`src/common/ocd_defs.svh`:
```
// Constants for the setup word decoder: offsets, fields, codes, times.
`ifndef OCD_DEFS_SVH
`define OCD_DEFS_SVH
`define OCD_CLK_MHZ 125
`define OCD_HOLD_LONG_US 18000
`define OCD_HOLD_SHORT_US 1125
`define OCD_CNT_W 22
`define OCD_ADDR_W 5
`define OCD_REG_SMALL 5'h00
`define OCD_REG_LARGE 5'h04
`define OCD_REG_CTRL 5'h08
`define OCD_REG_STAT 5'h0C
`define OCD_SMALL_ONES 32'h0000FFC0
`define OCD_LARGE_ONES 32'h00000F80
`define OCD_SMALL_RST 6'h3F
`define OCD_LARGE_RST 7'h7F
`define OCD_S_SPD 5
`define OCD_S_RST 4
`define OCD_S_CP 3
`define OCD_S_WDT 2
`define OCD_S_OSC_HI 1
`define OCD_L_SPD 6
`define OCD_L_RST 5
`define OCD_L_CP 4
`define OCD_L_WDT 3
`define OCD_L_OSC_HI 2
`define OCD_CTRL_VAR 0
`define OCD_CTRL_RESTART 1
`define OCD_SOSC_LP 3'h0
`define OCD_SOSC_XT 3'h1
`define OCD_SOSC_INT 3'h2
`define OCD_SOSC_ERC 3'h3
`define OCD_LOSC_LP 3'h0
`define OCD_LOSC_XT 3'h1
`define OCD_LOSC_HS 3'h2
`define OCD_LOSC_EC 3'h3
`define OCD_LOSC_INT 3'h4
`define OCD_LOSC_INTCK 3'h5
`define OCD_LOSC_ERC 3'h6
`define OCD_LOSC_ERCCK 3'h7
`define OCD_RESP_OKAY 2'h0
`define OCD_RESP_SLVERR 2'h2
`endif

```
`src/common/ocd_pkg.sv`:
```
// Types shared by the setup word decoder.
package ocd_pkg;
`include "ocd_defs.svh"
  typedef enum logic [2:0] {
    OCD_OSC_LP = 3'h0,
    OCD_OSC_XT = 3'h1,
    OCD_OSC_HS = 3'h2,
    OCD_OSC_EC = 3'h3,
    OCD_OSC_INT = 3'h4,
    OCD_OSC_ERC = 3'h5
  } ocd_osc_t;
  typedef enum logic [1:0] {
    OCD_ST_HOLD = 2'h0,
    OCD_ST_RUN = 2'h1,
    OCD_ST_RESTART = 2'h3
  } ocd_hold_st_t;
  typedef struct packed {
    logic speed_8mhz;
    logic ext_reset_en;
    logic protect_on;
    logic watchdog_on;
    ocd_osc_t osc_src;
    logic instruction_clock_output_on;
    logic long_hold;
  } ocd_cfg_t;
  typedef struct packed {
    ocd_hold_st_t st;
    logic [`OCD_CNT_W-1:0] cnt;
    logic [5:0] small_w;
    logic [6:0] large_w;
    logic variant;
    ocd_cfg_t cfg;
    logic hold_active;
    logic device_reset;
    logic port_in;
    logic awready;
    logic wready;
    logic aw_have;
    logic w_have;
    logic [`OCD_ADDR_W-1:0] awaddr;
    logic [31:0] wdata;
    logic wlane0;
    logic bvalid;
    logic [1:0] bresp;
    logic arready;
    logic rvalid;
    logic [31:0] rdata;
    logic [1:0] rresp;
    logic [`OCD_ADDR_W-1:0] raddr;
  } ocd_state_t;
endpackage : ocd_pkg

```
`src/rtl/ocd_top.sv`:
```
// Setup word decoder with start-up hold timer behind an AXI4-Lite slave.
// What this block does
// - Unused upper setup word bits read as one: 15-6 small, 11-7 large.
// - Speed select one gives 8 MHz internal RC, zero gives 4 MHz.
// - Reset-pin enable makes pin the low reset; else port input, no reset.
// - Read protection bit one disables protection, zero enables it.
// - Small part: code 00 low-power crystal, 01 standard crystal, 18 ms hold.
// - Small part: code 10 internal RC, 11 outboard RC, 1.125 ms hold.
// - Large part: code 100 internal RC, port pin, 1.125 ms hold.
// - Large part: code 101 internal RC with clock out, 1.125 ms hold.
// - Large part: code 110 outboard RC, port pin, 1.125 ms hold.
// - Small part fields: speed 5, reset pin 4, protect 3, watchdog 2, osc 1-0.
// - Start-up hold keeps the device in reset until its interval expires.
// - Only the setup word bit can switch the watchdog off.
`timescale 1ns/1ps
`include "ocd_defs.svh"
module ocd_top
  import ocd_pkg::*;
#(
  parameter int LONG_HOLD_CYC = `OCD_HOLD_LONG_US * `OCD_CLK_MHZ,
  parameter int SHORT_HOLD_CYC = `OCD_HOLD_SHORT_US * `OCD_CLK_MHZ
) (
  // Clock and reset.
  input wire logic mclk,
  input wire logic resetn,
  // Write address channel.
  input wire logic s_axi_awvalid,
  output logic s_axi_awready,
  input wire logic [`OCD_ADDR_W-1:0] s_axi_awaddr,
  // Write data channel.
  input wire logic s_axi_wvalid,
  output logic s_axi_wready,
  input wire logic [31:0] s_axi_wdata,
  input wire logic [3:0] s_axi_wstrb,
  // Write response channel.
  output logic s_axi_bvalid,
  input wire logic s_axi_bready,
  output logic [1:0] s_axi_bresp,
  // Read address channel.
  input wire logic s_axi_arvalid,
  output logic s_axi_arready,
  input wire logic [`OCD_ADDR_W-1:0] s_axi_araddr,
  // Read data channel.
  output logic s_axi_rvalid,
  input wire logic s_axi_rready,
  output logic [31:0] s_axi_rdata,
  output logic [1:0] s_axi_rresp,
  // Shared reset and port pin, active low when used as reset.
  input wire logic external_reset_input_n,
  // Decoded setup and reset control.
  output ocd_cfg_t cfg,
  output logic hold_active,
  output logic device_reset,
  output logic shared_port_in
);

  localparam logic [`OCD_CNT_W-1:0] LONG_LD = `OCD_CNT_W'(LONG_HOLD_CYC - 1);
  localparam logic [`OCD_CNT_W-1:0] SHORT_LD = `OCD_CNT_W'(SHORT_HOLD_CYC - 1);

  ocd_state_t s;
  ocd_state_t next_s;
  ocd_cfg_t dc;
  logic spd;
  logic ren;
  logic cpb;
  logic wde;
  logic [2:0] osc_code;
  logic restart_wr;

  // Active fields of whichever variant is selected.
  always_comb begin
    if (s.variant) begin
      spd = s.large_w[`OCD_L_SPD];
      ren = s.large_w[`OCD_L_RST];
      cpb = s.large_w[`OCD_L_CP];
      wde = s.large_w[`OCD_L_WDT];
      osc_code = s.large_w[`OCD_L_OSC_HI:0];
    end else begin
      spd = s.small_w[`OCD_S_SPD];
      ren = s.small_w[`OCD_S_RST];
      cpb = s.small_w[`OCD_S_CP];
      wde = s.small_w[`OCD_S_WDT];
      osc_code = {1'b0, s.small_w[`OCD_S_OSC_HI:0]};
    end
  end

  // Decode of the active setup word.
  always_comb begin
    dc.speed_8mhz = spd;
    dc.ext_reset_en = ren;
    dc.protect_on = !cpb;
    dc.watchdog_on = wde;
    dc.instruction_clock_output_on = 1'b0;
    dc.long_hold = 1'b0;
    dc.osc_src = OCD_OSC_INT;
    if (!s.variant) begin
      case (osc_code)
        `OCD_SOSC_LP: begin
          dc.osc_src = OCD_OSC_LP;
          dc.long_hold = 1'b1;
        end
        `OCD_SOSC_XT: begin
          dc.osc_src = OCD_OSC_XT;
          dc.long_hold = 1'b1;
        end
        `OCD_SOSC_INT: dc.osc_src = OCD_OSC_INT;
        `OCD_SOSC_ERC: dc.osc_src = OCD_OSC_ERC;
        default: dc.osc_src = OCD_OSC_INT;
      endcase
    end else begin
      case (osc_code)
        `OCD_LOSC_LP: begin
          dc.osc_src = OCD_OSC_LP;
          dc.long_hold = 1'b1;
        end
        `OCD_LOSC_XT: begin
          dc.osc_src = OCD_OSC_XT;
          dc.long_hold = 1'b1;
        end
        `OCD_LOSC_HS: begin
          dc.osc_src = OCD_OSC_HS;
          dc.long_hold = 1'b1;
        end
        `OCD_LOSC_EC: dc.osc_src = OCD_OSC_EC;
        `OCD_LOSC_INT: dc.osc_src = OCD_OSC_INT;
        `OCD_LOSC_INTCK: begin
          dc.osc_src = OCD_OSC_INT;
          dc.instruction_clock_output_on = 1'b1;
        end
        `OCD_LOSC_ERC: dc.osc_src = OCD_OSC_ERC;
        `OCD_LOSC_ERCCK: begin
          dc.osc_src = OCD_OSC_ERC;
          dc.instruction_clock_output_on = 1'b1;
        end
        default: dc.osc_src = OCD_OSC_INT;
      endcase
    end
  end

  // Bus slave, register file and hold timer.
  always_comb begin
    next_s = s;
    restart_wr = 1'b0;
    if (s_axi_awvalid && s.awready) begin
      next_s.aw_have = 1'b1;
      next_s.awaddr = s_axi_awaddr;
    end
    if (s_axi_wvalid && s.wready) begin
      next_s.w_have = 1'b1;
      next_s.wdata = s_axi_wdata;
      next_s.wlane0 = s_axi_wstrb[0];
    end
    if (s.bvalid && s_axi_bready) begin
      next_s.bvalid = 1'b0;
    end
    if (next_s.aw_have && next_s.w_have && !next_s.bvalid) begin
      next_s.aw_have = 1'b0;
      next_s.w_have = 1'b0;
      next_s.bvalid = 1'b1;
      next_s.bresp = `OCD_RESP_OKAY;
      case (next_s.awaddr)
        `OCD_REG_SMALL: begin
          if (next_s.wlane0) begin
            next_s.small_w = next_s.wdata[`OCD_S_SPD:0];
          end
        end
        `OCD_REG_LARGE: begin
          if (next_s.wlane0) begin
            next_s.large_w = next_s.wdata[`OCD_L_SPD:0];
          end
        end
        `OCD_REG_CTRL: begin
          if (next_s.wlane0) begin
            next_s.variant = next_s.wdata[`OCD_CTRL_VAR];
            restart_wr = next_s.wdata[`OCD_CTRL_RESTART];
          end
        end
        `OCD_REG_STAT: next_s.bresp = `OCD_RESP_OKAY;
        default: next_s.bresp = `OCD_RESP_SLVERR;
      endcase
    end
    next_s.awready = !next_s.aw_have && !next_s.bvalid;
    next_s.wready = !next_s.w_have && !next_s.bvalid;
    if (s.rvalid && s_axi_rready) begin
      next_s.rvalid = 1'b0;
    end
    if (s_axi_arvalid && s.arready) begin
      next_s.rvalid = 1'b1;
      next_s.raddr = s_axi_araddr;
      next_s.rresp = `OCD_RESP_OKAY;
      case (s_axi_araddr)
        `OCD_REG_SMALL: next_s.rdata = `OCD_SMALL_ONES | 32'(s.small_w);
        `OCD_REG_LARGE: next_s.rdata = `OCD_LARGE_ONES | 32'(s.large_w);
        `OCD_REG_CTRL: next_s.rdata = 32'(s.variant);
        `OCD_REG_STAT: next_s.rdata = 32'({s.hold_active, s.cfg});
        default: begin
          next_s.rdata = '0;
          next_s.rresp = `OCD_RESP_SLVERR;
        end
      endcase
    end
    next_s.arready = !next_s.rvalid;
    case (s.st)
      OCD_ST_RESTART: begin
        next_s.cnt = dc.long_hold ? LONG_LD : SHORT_LD;
        next_s.st = OCD_ST_HOLD;
      end
      OCD_ST_HOLD: begin
        if (s.cnt == '0) begin
          next_s.st = OCD_ST_RUN;
        end else begin
          next_s.cnt = s.cnt - 1'b1;
        end
      end
      OCD_ST_RUN: begin
        if (restart_wr) begin
          next_s.st = OCD_ST_RESTART;
        end
      end
      default: next_s.st = OCD_ST_RESTART;
    endcase
    next_s.cfg = dc;
    next_s.hold_active = next_s.st != OCD_ST_RUN;
    next_s.device_reset = next_s.hold_active || (dc.ext_reset_en && !external_reset_input_n);
    next_s.port_in = dc.ext_reset_en ? 1'b0 : external_reset_input_n;
  end

  always_ff @(posedge mclk or negedge resetn) begin
    if (!resetn) begin
      s <= '0;
      s.st <= OCD_ST_RESTART;
      s.small_w <= `OCD_SMALL_RST;
      s.large_w <= `OCD_LARGE_RST;
      s.hold_active <= 1'b1;
      s.device_reset <= 1'b1;
      s.awready <= 1'b1;
      s.wready <= 1'b1;
      s.arready <= 1'b1;
    end else begin
      s <= next_s;
    end
  end

  assign s_axi_awready = s.awready;
  assign s_axi_wready = s.wready;
  assign s_axi_bvalid = s.bvalid;
  assign s_axi_bresp = s.bresp;
  assign s_axi_arready = s.arready;
  assign s_axi_rvalid = s.rvalid;
  assign s_axi_rdata = s.rdata;
  assign s_axi_rresp = s.rresp;
  assign cfg = s.cfg;
  assign hold_active = s.hold_active;
  assign device_reset = s.device_reset;
  assign shared_port_in = s.port_in;
endmodule : ocd_top

```
`config.mk`:
```
export PLATFORM = sky130hd
export DESIGN_NAME = ocd_top
export DESIGN_NICKNAME = d
export VERILOG_FILES = /design/src/common/ocd_pkg.sv /design/src/rtl/ocd_top.sv
export VERILOG_INCLUDE_DIRS = /design/src /design/src/common
export SDC_FILE = /design/constraint.sdc
export NUM_CORES = 1
export LEC_CHECK = 0
export ABC_AREA = 1
export BUFFER_PORTS_ARGS = -buffer_cell sky130_fd_sc_hd__buf_2
export CAP_MARGIN = 20
export CORE_UTILIZATION = 49
export CTS_CLUSTER_DIAMETER = 60
export DETAILED_ROUTE_END_ITERATION = 10
export GPL_TIMING_DRIVEN = 1
export PLACE_DENSITY = 0.79
export SYNTH_ARGS = -nofsm -noshare
export SYNTH_HDL_FRONTEND = slang
export SYNTH_SLANG_ARGS = --single-unit
```
`constraint.sdc`:
```
create_clock -name mclk -period 1.5 [get_ports mclk]
set_input_delay 0.075 -clock mclk [delete_from_list [all_inputs] [get_ports mclk]]
set_output_delay 0.075 -clock mclk [all_outputs]
set_load 0.05 [all_outputs]
```
==> run_results.csv, run 1 <==
group,metric,value,unit
cts,root_buffer,"clkbuf_8",
synth,synth_area_leaders,"dfrtp_1 36%, dfstp_2 12%, nand2_1 11%",
worst_setup_path,max_stage_delay,0.43,ns
synth,syn_inst,548,
synth,yosysSeqAreaShare,48.1,%
sta,slew_violations,0,
placement,place_congestion,0.822,
global_routing,antenna_found_initial,0,
cells_and_area,drive_gt1_share,43.1,%
sta,setup_violations,37,
cts,cts_buffers,9,
route,wl_per_cell,14.8,um
worst_setup_path,slowest_stage,"dfrtp_1",
cells_and_area,nNetsFinal,727,
sta,finalCritPeriodShare,114,%
power,irDropWorstVdd,0.00149,V
worst_setup_path,critical_path_required,1.77,ns
cells_and_area,layout.cells.non_filler,785,
synth,synth-compound-area-share,10.6,%
cells_and_area,layout_common_cells,"104 x nand2_1, 70 x inv_1, 70 x buf_4",
global_routing,grt_usage,23.4,%
cells_and_area,fillerInstances,641,
synth,ys.flop_type,"dfrtp_1",
cts,clkLatencyLatePin,0.38,ns
power,p_per_area,1930,mW/mm^2
sta,setup_tns,-4.26,ns
floorplan,die_area,0.00941,mm^2
route,drtIter0Drc,237,
placement,numPortBuffers,60,
synth,ys_ff_latch,84,
sta,min_period,1.71,ns
synth,synthAdderAreaFrac,0.283,%
synth,synth-simple-area-share,24.4,%
synth,ys_types,36,
global_routing,grt_pass1_vias,3804,
sta,finClkSkew,0.0141,ns
cts,cts_num_sinks,84,
cts,htreeDepth,3,
cells_and_area,regMostFlops,"s",
worst_setup_path,startpoint_type,"flip-flop",
floorplan,initial_core_util,50.7,%
global_routing,grt_max_degree,46,
placement,dpl-instance-area,0.00506,mm^2
synth,yosysWarnings,0,
sta,timing.fmax,0.586,GHz
worst_setup_path,crit_arrival,1.98,ns
floorplan,core-area,0.00872,mm^2
synth,synth_mux_area_share,0,%
status,violations,"setup timing",
floorplan,io_pins,107,
worst_setup_path,crit_fanout,7,
route,drc,0,
cts,path_clk_slew,0.10,ns
placement,post-place-ws,-0.210,ns
global_routing,grt.overflow.total,0,
synth,syn_area,0.00442,mm^2
route,dr.pass1.iters,5,
hold_path,hold_path.class,"input pin to flip-flop",
worst_setup_path,endpoint_kind,"flip-flop",
route,vias_per_cell,5.11,
sta,fin_ws,-0.206,ns
placement,placed_cells,739,
cells_and_area,stdcell_area,0.00589,mm^2
synth,synth-edff-count,0,
synth,avgSynthCellArea,8.07,um^2
floorplan,rows,34,
synth,synth_top_area_cell,"dfrtp_1",
cts,cts_tree,"yes",
sta,grt_setup_unrepaired,"yes",
cts,clock_path_buffers,2,
synth,synth_top_family_by_area,"simple AND/OR/NAND/NOR gates",
status,status,"complete, but fails checks",
power,p_leak,2.98,nW
worst_setup_path,worstSetupPathType,"flip-flop to flip-flop",
cells_and_area,areaGrowthSynthToFinish,33.1,%
cells_and_area,largest_register_ffs,53,
sta,final_hold_viol_count,0,
synth,synth_top_area_share,36.2,%
floorplan,die_x,97.0,um
floorplan,die_y,97.0,um
synth,async_reset_ff_share,100,%
cells_and_area,antenna_cells,0,
global_routing,grt_pass1_wl,17.6,mm
placement,hpwl,7.14,mm
route,vias,4010,
job,cap_violations,0,
synth,synth-xor-area-share,0.792,%
route,wl,11.6,mm
cells_and_area,final_common_cell,"nand2_1",
route,route.antenna.remaining_nets,0,
worst_setup_path,cp_cell_sequence,"nor2_4 > nand2_4 > nor2_4 > nand3_2 > nand2_4 > clkinvlp_4 > nand2_1 > nand2_1 > inv_1 > nor2_1",
-- path summary, 6_finish.rpt --
check                                        from                    endpoint  slack (ns)  depth (start not counted)
min                                s_axi_wdata[0]             s[45]$_DFF_PN0_       0.002                          3
min in group asynchronous                  resetn  s_axi_rdata[6]$_DFFE_PN0P_        0.12                          2
max in group asynchronous                  resetn      device_reset$_DFF_PN1_        0.76                          3
min reg2reg                s_axi_rvalid$_DFF_PN0_     s_axi_arready$_DFF_PN1_        0.44                          1
max                            s[117]$_DFFE_PN0P_          s[130]$_DFFE_PN0P_       -0.21                         10
max reg2reg                    s[117]$_DFFE_PN0P_          s[130]$_DFFE_PN0P_       -0.21                         10
-- critical path, delay by kind of cell, from the launching register on --
kind,cells,cell delay (ns)
AND/OR/NAND/NOR,8,0.89
flip-flops,1,0.43
buffers and inverters,2,0.28
-- power breakdown --
| part | leakage, nW | switching [mW] | internal, mW |
|---|---|---|---|
| clock | 0.103 | 0.965 | 0.664 |
| combinational | 1.88 | 3.83 | 2.26 |
| sequential | 0.999 | 0.531 | 3.10 |
| total | 2.98 | 5.32 | 6.02 |
-- synthesized netlist by cell type (2+ instances only) --
master	number
buf_4	46
inv_2	2
nor2_1	52
nand3_1	28
o21ai_0	37
clkbuf_1	2
o211ai_1	2
nor2_2	2
nand2_4	3
nand4_1	5
nand3b_1	3
buf_2	2
nand2_2	4
buf_6	3
nor3_1	2
nor2_4	2
inv_1	76
or2_2	6
a21oi_1	19
o21ai_2	13
o21ai_1	9
nand2_1	131
xor2_1	4
dfrtp_1	64
dfstp_2	20
-- cell families (layout without fill, tap and decap cells) --
group | Yosys count | after routing
and+or+nand+nor | 243 | 244
buffers and inverters | 133 | 243
DFF | 84 | 84
AOI/OAI and AO/OA | 82 | 83
xor gates and xnor gates | 4 | 4
adders and majority gates | 1 | 1
other | 1 | 18
-- through the flow --
| stage | util, % | hold slack, ns | power, mW |
|---|---|---|---|
| finish | 67.5 | 0.00215 | 11.3 |
| global route | 67.5 | 0.00329 | 12.0 |
| CTS | 63.8 | 0.00360 | 10.4 |
| detailed placement | 58.1 | -0.0142 | 8.16 |
| global placement | 58.1 | -0.0203 | 7.97 |
| floorplan | - | -0.221 | 6.79 |
-- layer usage --
metal  vias to the layer above  GRT usage, %  wire length, um  part of all wire, %
li1                       1908             -                -                    -
met1                      1893          29.3             4800                   41
met2                       173          38.6             5760                   50
met3                        36          5.64              674                  5.8
met4                         0          9.76              358                  3.1
met5                         -             0                0                    0
-- final cells by class --
type | instances | area [um^2] | share of cell area [%]
clock buffers | 9 | 124 | 2.10
clock inverters | 7 | 76.3 | 1.30
inverters | 80 | 317 | 5.38
multi-input cells | 350 | 2050 | 34.8
flip-flops and latches | 84 | 2130 | 36.3
well taps | 108 | 135 | 2.30
repair buffers | 146 | 1040 | 17.7
repair inverters | 1 | 8.76 | 0.149
-- what timing repair did --
| item | CTS | global route |
|---|---|---|
| hold endpoints to repair | 73 | 0 |
| resized for setup | 37 | 75 |
| cloned | 3 | 1 |
| setup buffers | 9 | 12 |
| pin swaps | 17 | 31 |
| endpoints found under the setup margin | 34 | 42 |
| hold buffers | 7 | 0 |
Note: power is estimated with default switching activity, not from simulation.
==> run 2: changes to the inputs <==
- RECOVER_POWER: default -> 100
- SETUP_SLACK_MARGIN: default -> 0.15
==> run 2 against run 1 <==
Sequential power is essentially flat; critical path type unchanged; clock skew is 0.0054 ns lower; the run still ends with setup timing left; via count up 14%; final cell count is 4.6% higher.
==> run_results.csv, run 2 (synthesis results as in run 1) <==
group,metric,value,unit
status,status,"complete, but fails checks",
status,violations,"setup timing",
sta,hold_ws,0.0299,ns
cells_and_area,layout_common_cells,"85 x buf_4, 82 x nand2_1, 65 x inv_1",
power,p_leak,3.20,nW
global_routing,grt_usage,27.6,%
route,route.antenna.remaining_nets,0,
cts,htreeDepth,3,
cts,root_buffer,"clkbuf_8",
worst_setup_path,timing.rr.start,"s_axi_awready$_DFF_PN1_",
sta,final_hold_viol_count,0,
route,drc,0,
route,vias_per_cell,5.59,
global_routing,grt.overflow.total,0,
worst_setup_path,slowest_stage,"dfstp_4",
worst_setup_path,endpoint_kind,"flip-flop",
worst_setup_path,crit_fanout,7,
sta,finClkSkew,0.00871,ns
sta,slew_headroom,41.9,%
worst_setup_path,max_stage_delay,0.69,ns
sta,timing.fmax,0.555,GHz
route,route.met2.wl,7.64,mm
cells_and_area,regMostFlops,"s",
cells_and_area,stdcell_area,0.00650,mm^2
worst_setup_path,reg2regPathDepth,9,
cells_and_area,antenna_cells,0,
cells_and_area,fillerInstances,543,
floorplan,die_area,0.00941,mm^2
cells_and_area,nNetsFinal,763,
floorplan,die_y,97.0,um
placement,numPortBuffers,60,
route,wl_met1,5.62,mm
cts,cts_num_sinks,84,
cells_and_area,drive_gt1_share,48.2,%
power,p_per_area,2070,mW/mm^2
hold_path,hold_path.class,"input pin to flip-flop",
worst_setup_path,crit_arrival,2.13,ns
route,wl_met3,1.25,mm
cts,path_clk_slew,0.10,ns
worst_setup_path,cp_cell_sequence,"nand2_8 > nand2_4 > nand3_4 > nor2_4 > buf_12 > nand4_4 > nand2_1 > o21ai_2 > inv_1",
cells_and_area,final_common_cell,"buf_4",
route,highest_layer,"met4",
cts,cts_tree,"yes",
cts,cts_buffers,9,
route,drtIter0Drc,361,
worst_setup_path,worstSetupPathType,"flip-flop to flip-flop",
sta,finalCritPeriodShare,120,%
sta,grt_setup_unrepaired,"yes",
worst_setup_path,critical_path_required,1.83,ns
cells_and_area,areaGrowthSynthToFinish,47.0,%
global_routing,grt_max_degree,39,
worst_setup_path,r2r-end,"s[100]$_DFFE_PN1P_",
sta,min_period,1.80,ns
floorplan,core-area,0.00872,mm^2
placement,dpl-instance-area,0.00515,mm^2
route,vias,4590,
global_routing,antenna_found_initial,0,
power,power,13.4,mW
route,wl_per_cell,19.0,um
global_routing,grt_pass1_wl,20.7,mm
sta,slew_violations,0,
job,cap_violations,0,
sta,setup_violations,42,
floorplan,die_x,97.0,um
cells_and_area,multi_input_area,0.00237,mm^2
cells_and_area,final_core_util,74.5,%
route,wl,15.6,mm
cts,clkLatencyLatePin,0.38,ns
cells_and_area,largest_register_ffs,53,
placement,place_congestion,0.915,
floorplan,io_pins,107,
worst_setup_path,startpoint_type,"flip-flop",
sta,tightest_slew,0.872,ns
placement,hpwl,7.25,mm
worst_setup_path,r2r_slack,-0.30,ns
cells_and_area,seq_area,0.00213,mm^2
power,irDropWorstVdd,0.00141,V
cts,clock_path_buffers,2,
sta,fin_ws,-0.302,ns
route,dr.pass1.iters,7,
global_routing,grt_pass1_vias,4387,
floorplan,initial_core_util,50.7,%
worst_setup_path,critPathLaunch,"s_axi_awready$_DFF_PN1_",
floorplan,rows,34,
worst_setup_path,crit_end,"s[100]$_DFFE_PN1P_",
## run 2: metrics by stage
stage	setup slack, ns	std cells	setup TNS (ns)
after global routing	-0.382	821	-9.79
after global placement	-0.0900	749	-1.40
after detailed placement	-0.153	749	-2.84
final	-0.302	821	-7.75
after CTS	-0.120	801	-2.57
after floorplan	-0.133	565	-1.62
## run 2: per-layer routing
layer	up-vias	track usage (%)
met5	-	0
met4	0	17.3
met3	114	5.71
met2	312	46.1
met1	2178	32.3
li1	1986	-
## run 2: worst min path at each step
stage,start,to,slack [ns],cells past startpoint
floorplan,resetn,cfg[0]$_DFF_PN0_,-0.22,0
global placement,resetn,s_axi_rvalid$_DFF_PN0_,0.06,1
detailed placement,resetn,s_axi_rdata[9]$_DFFE_PN0P_,0.07,1
CTS,s_axi_wdata[0],s[45]$_DFF_PN0_,0.01,3
global route,s_axi_wdata[5],s[50]$_DFF_PN0_,0.04,3
finish,s_axi_wdata[5],s[50]$_DFF_PN0_,0.03,3
## run 2: power by group
part	leakage [nW]	switching, mW	internal [mW]
combinational	2.09	4.87	2.98
sequential	1.00	0.557	3.09
clock	0.115	0.967	0.962
total	3.20	6.39	7.04
## run 2: worst max-delay path: cells and delay by family, from the launching register on
| kind | cells | cell delay, ns |
|---|---|---|
| buffers and inverters | 2 | 0.21 |
| DFF | 1 | 0.69 |
| AOI/OAI and AO/OA | 1 | 0.07 |
| and+or+nand+nor | 6 | 0.78 |
## run 2: layout make-up
class / count / area share (%)
multi-input cells: 351 / 36.4
flip-flops and latches: 84 / 32.8
well taps: 108 / 2.08
inverters: 80 / 4.97
repair buffers: 181 / 20.0
clock buffers: 9 / 1.91
repair inverters: 1 / 0.250
clock inverters: 7 / 1.60
## run 2: timing repair
| action | 4_1_cts | 5_1_grt |
|---|---|---|
| buffers inserted | 22 | 20 |
| hold buffers | 9 | 0 |
| cloned | 5 | 0 |
| resized for setup | 86 | 108 |
| endpoints found under the setup margin | 47 | 48 |
| hold endpoints to repair | 34 | 0 |
| pin swaps | 21 | 45 |
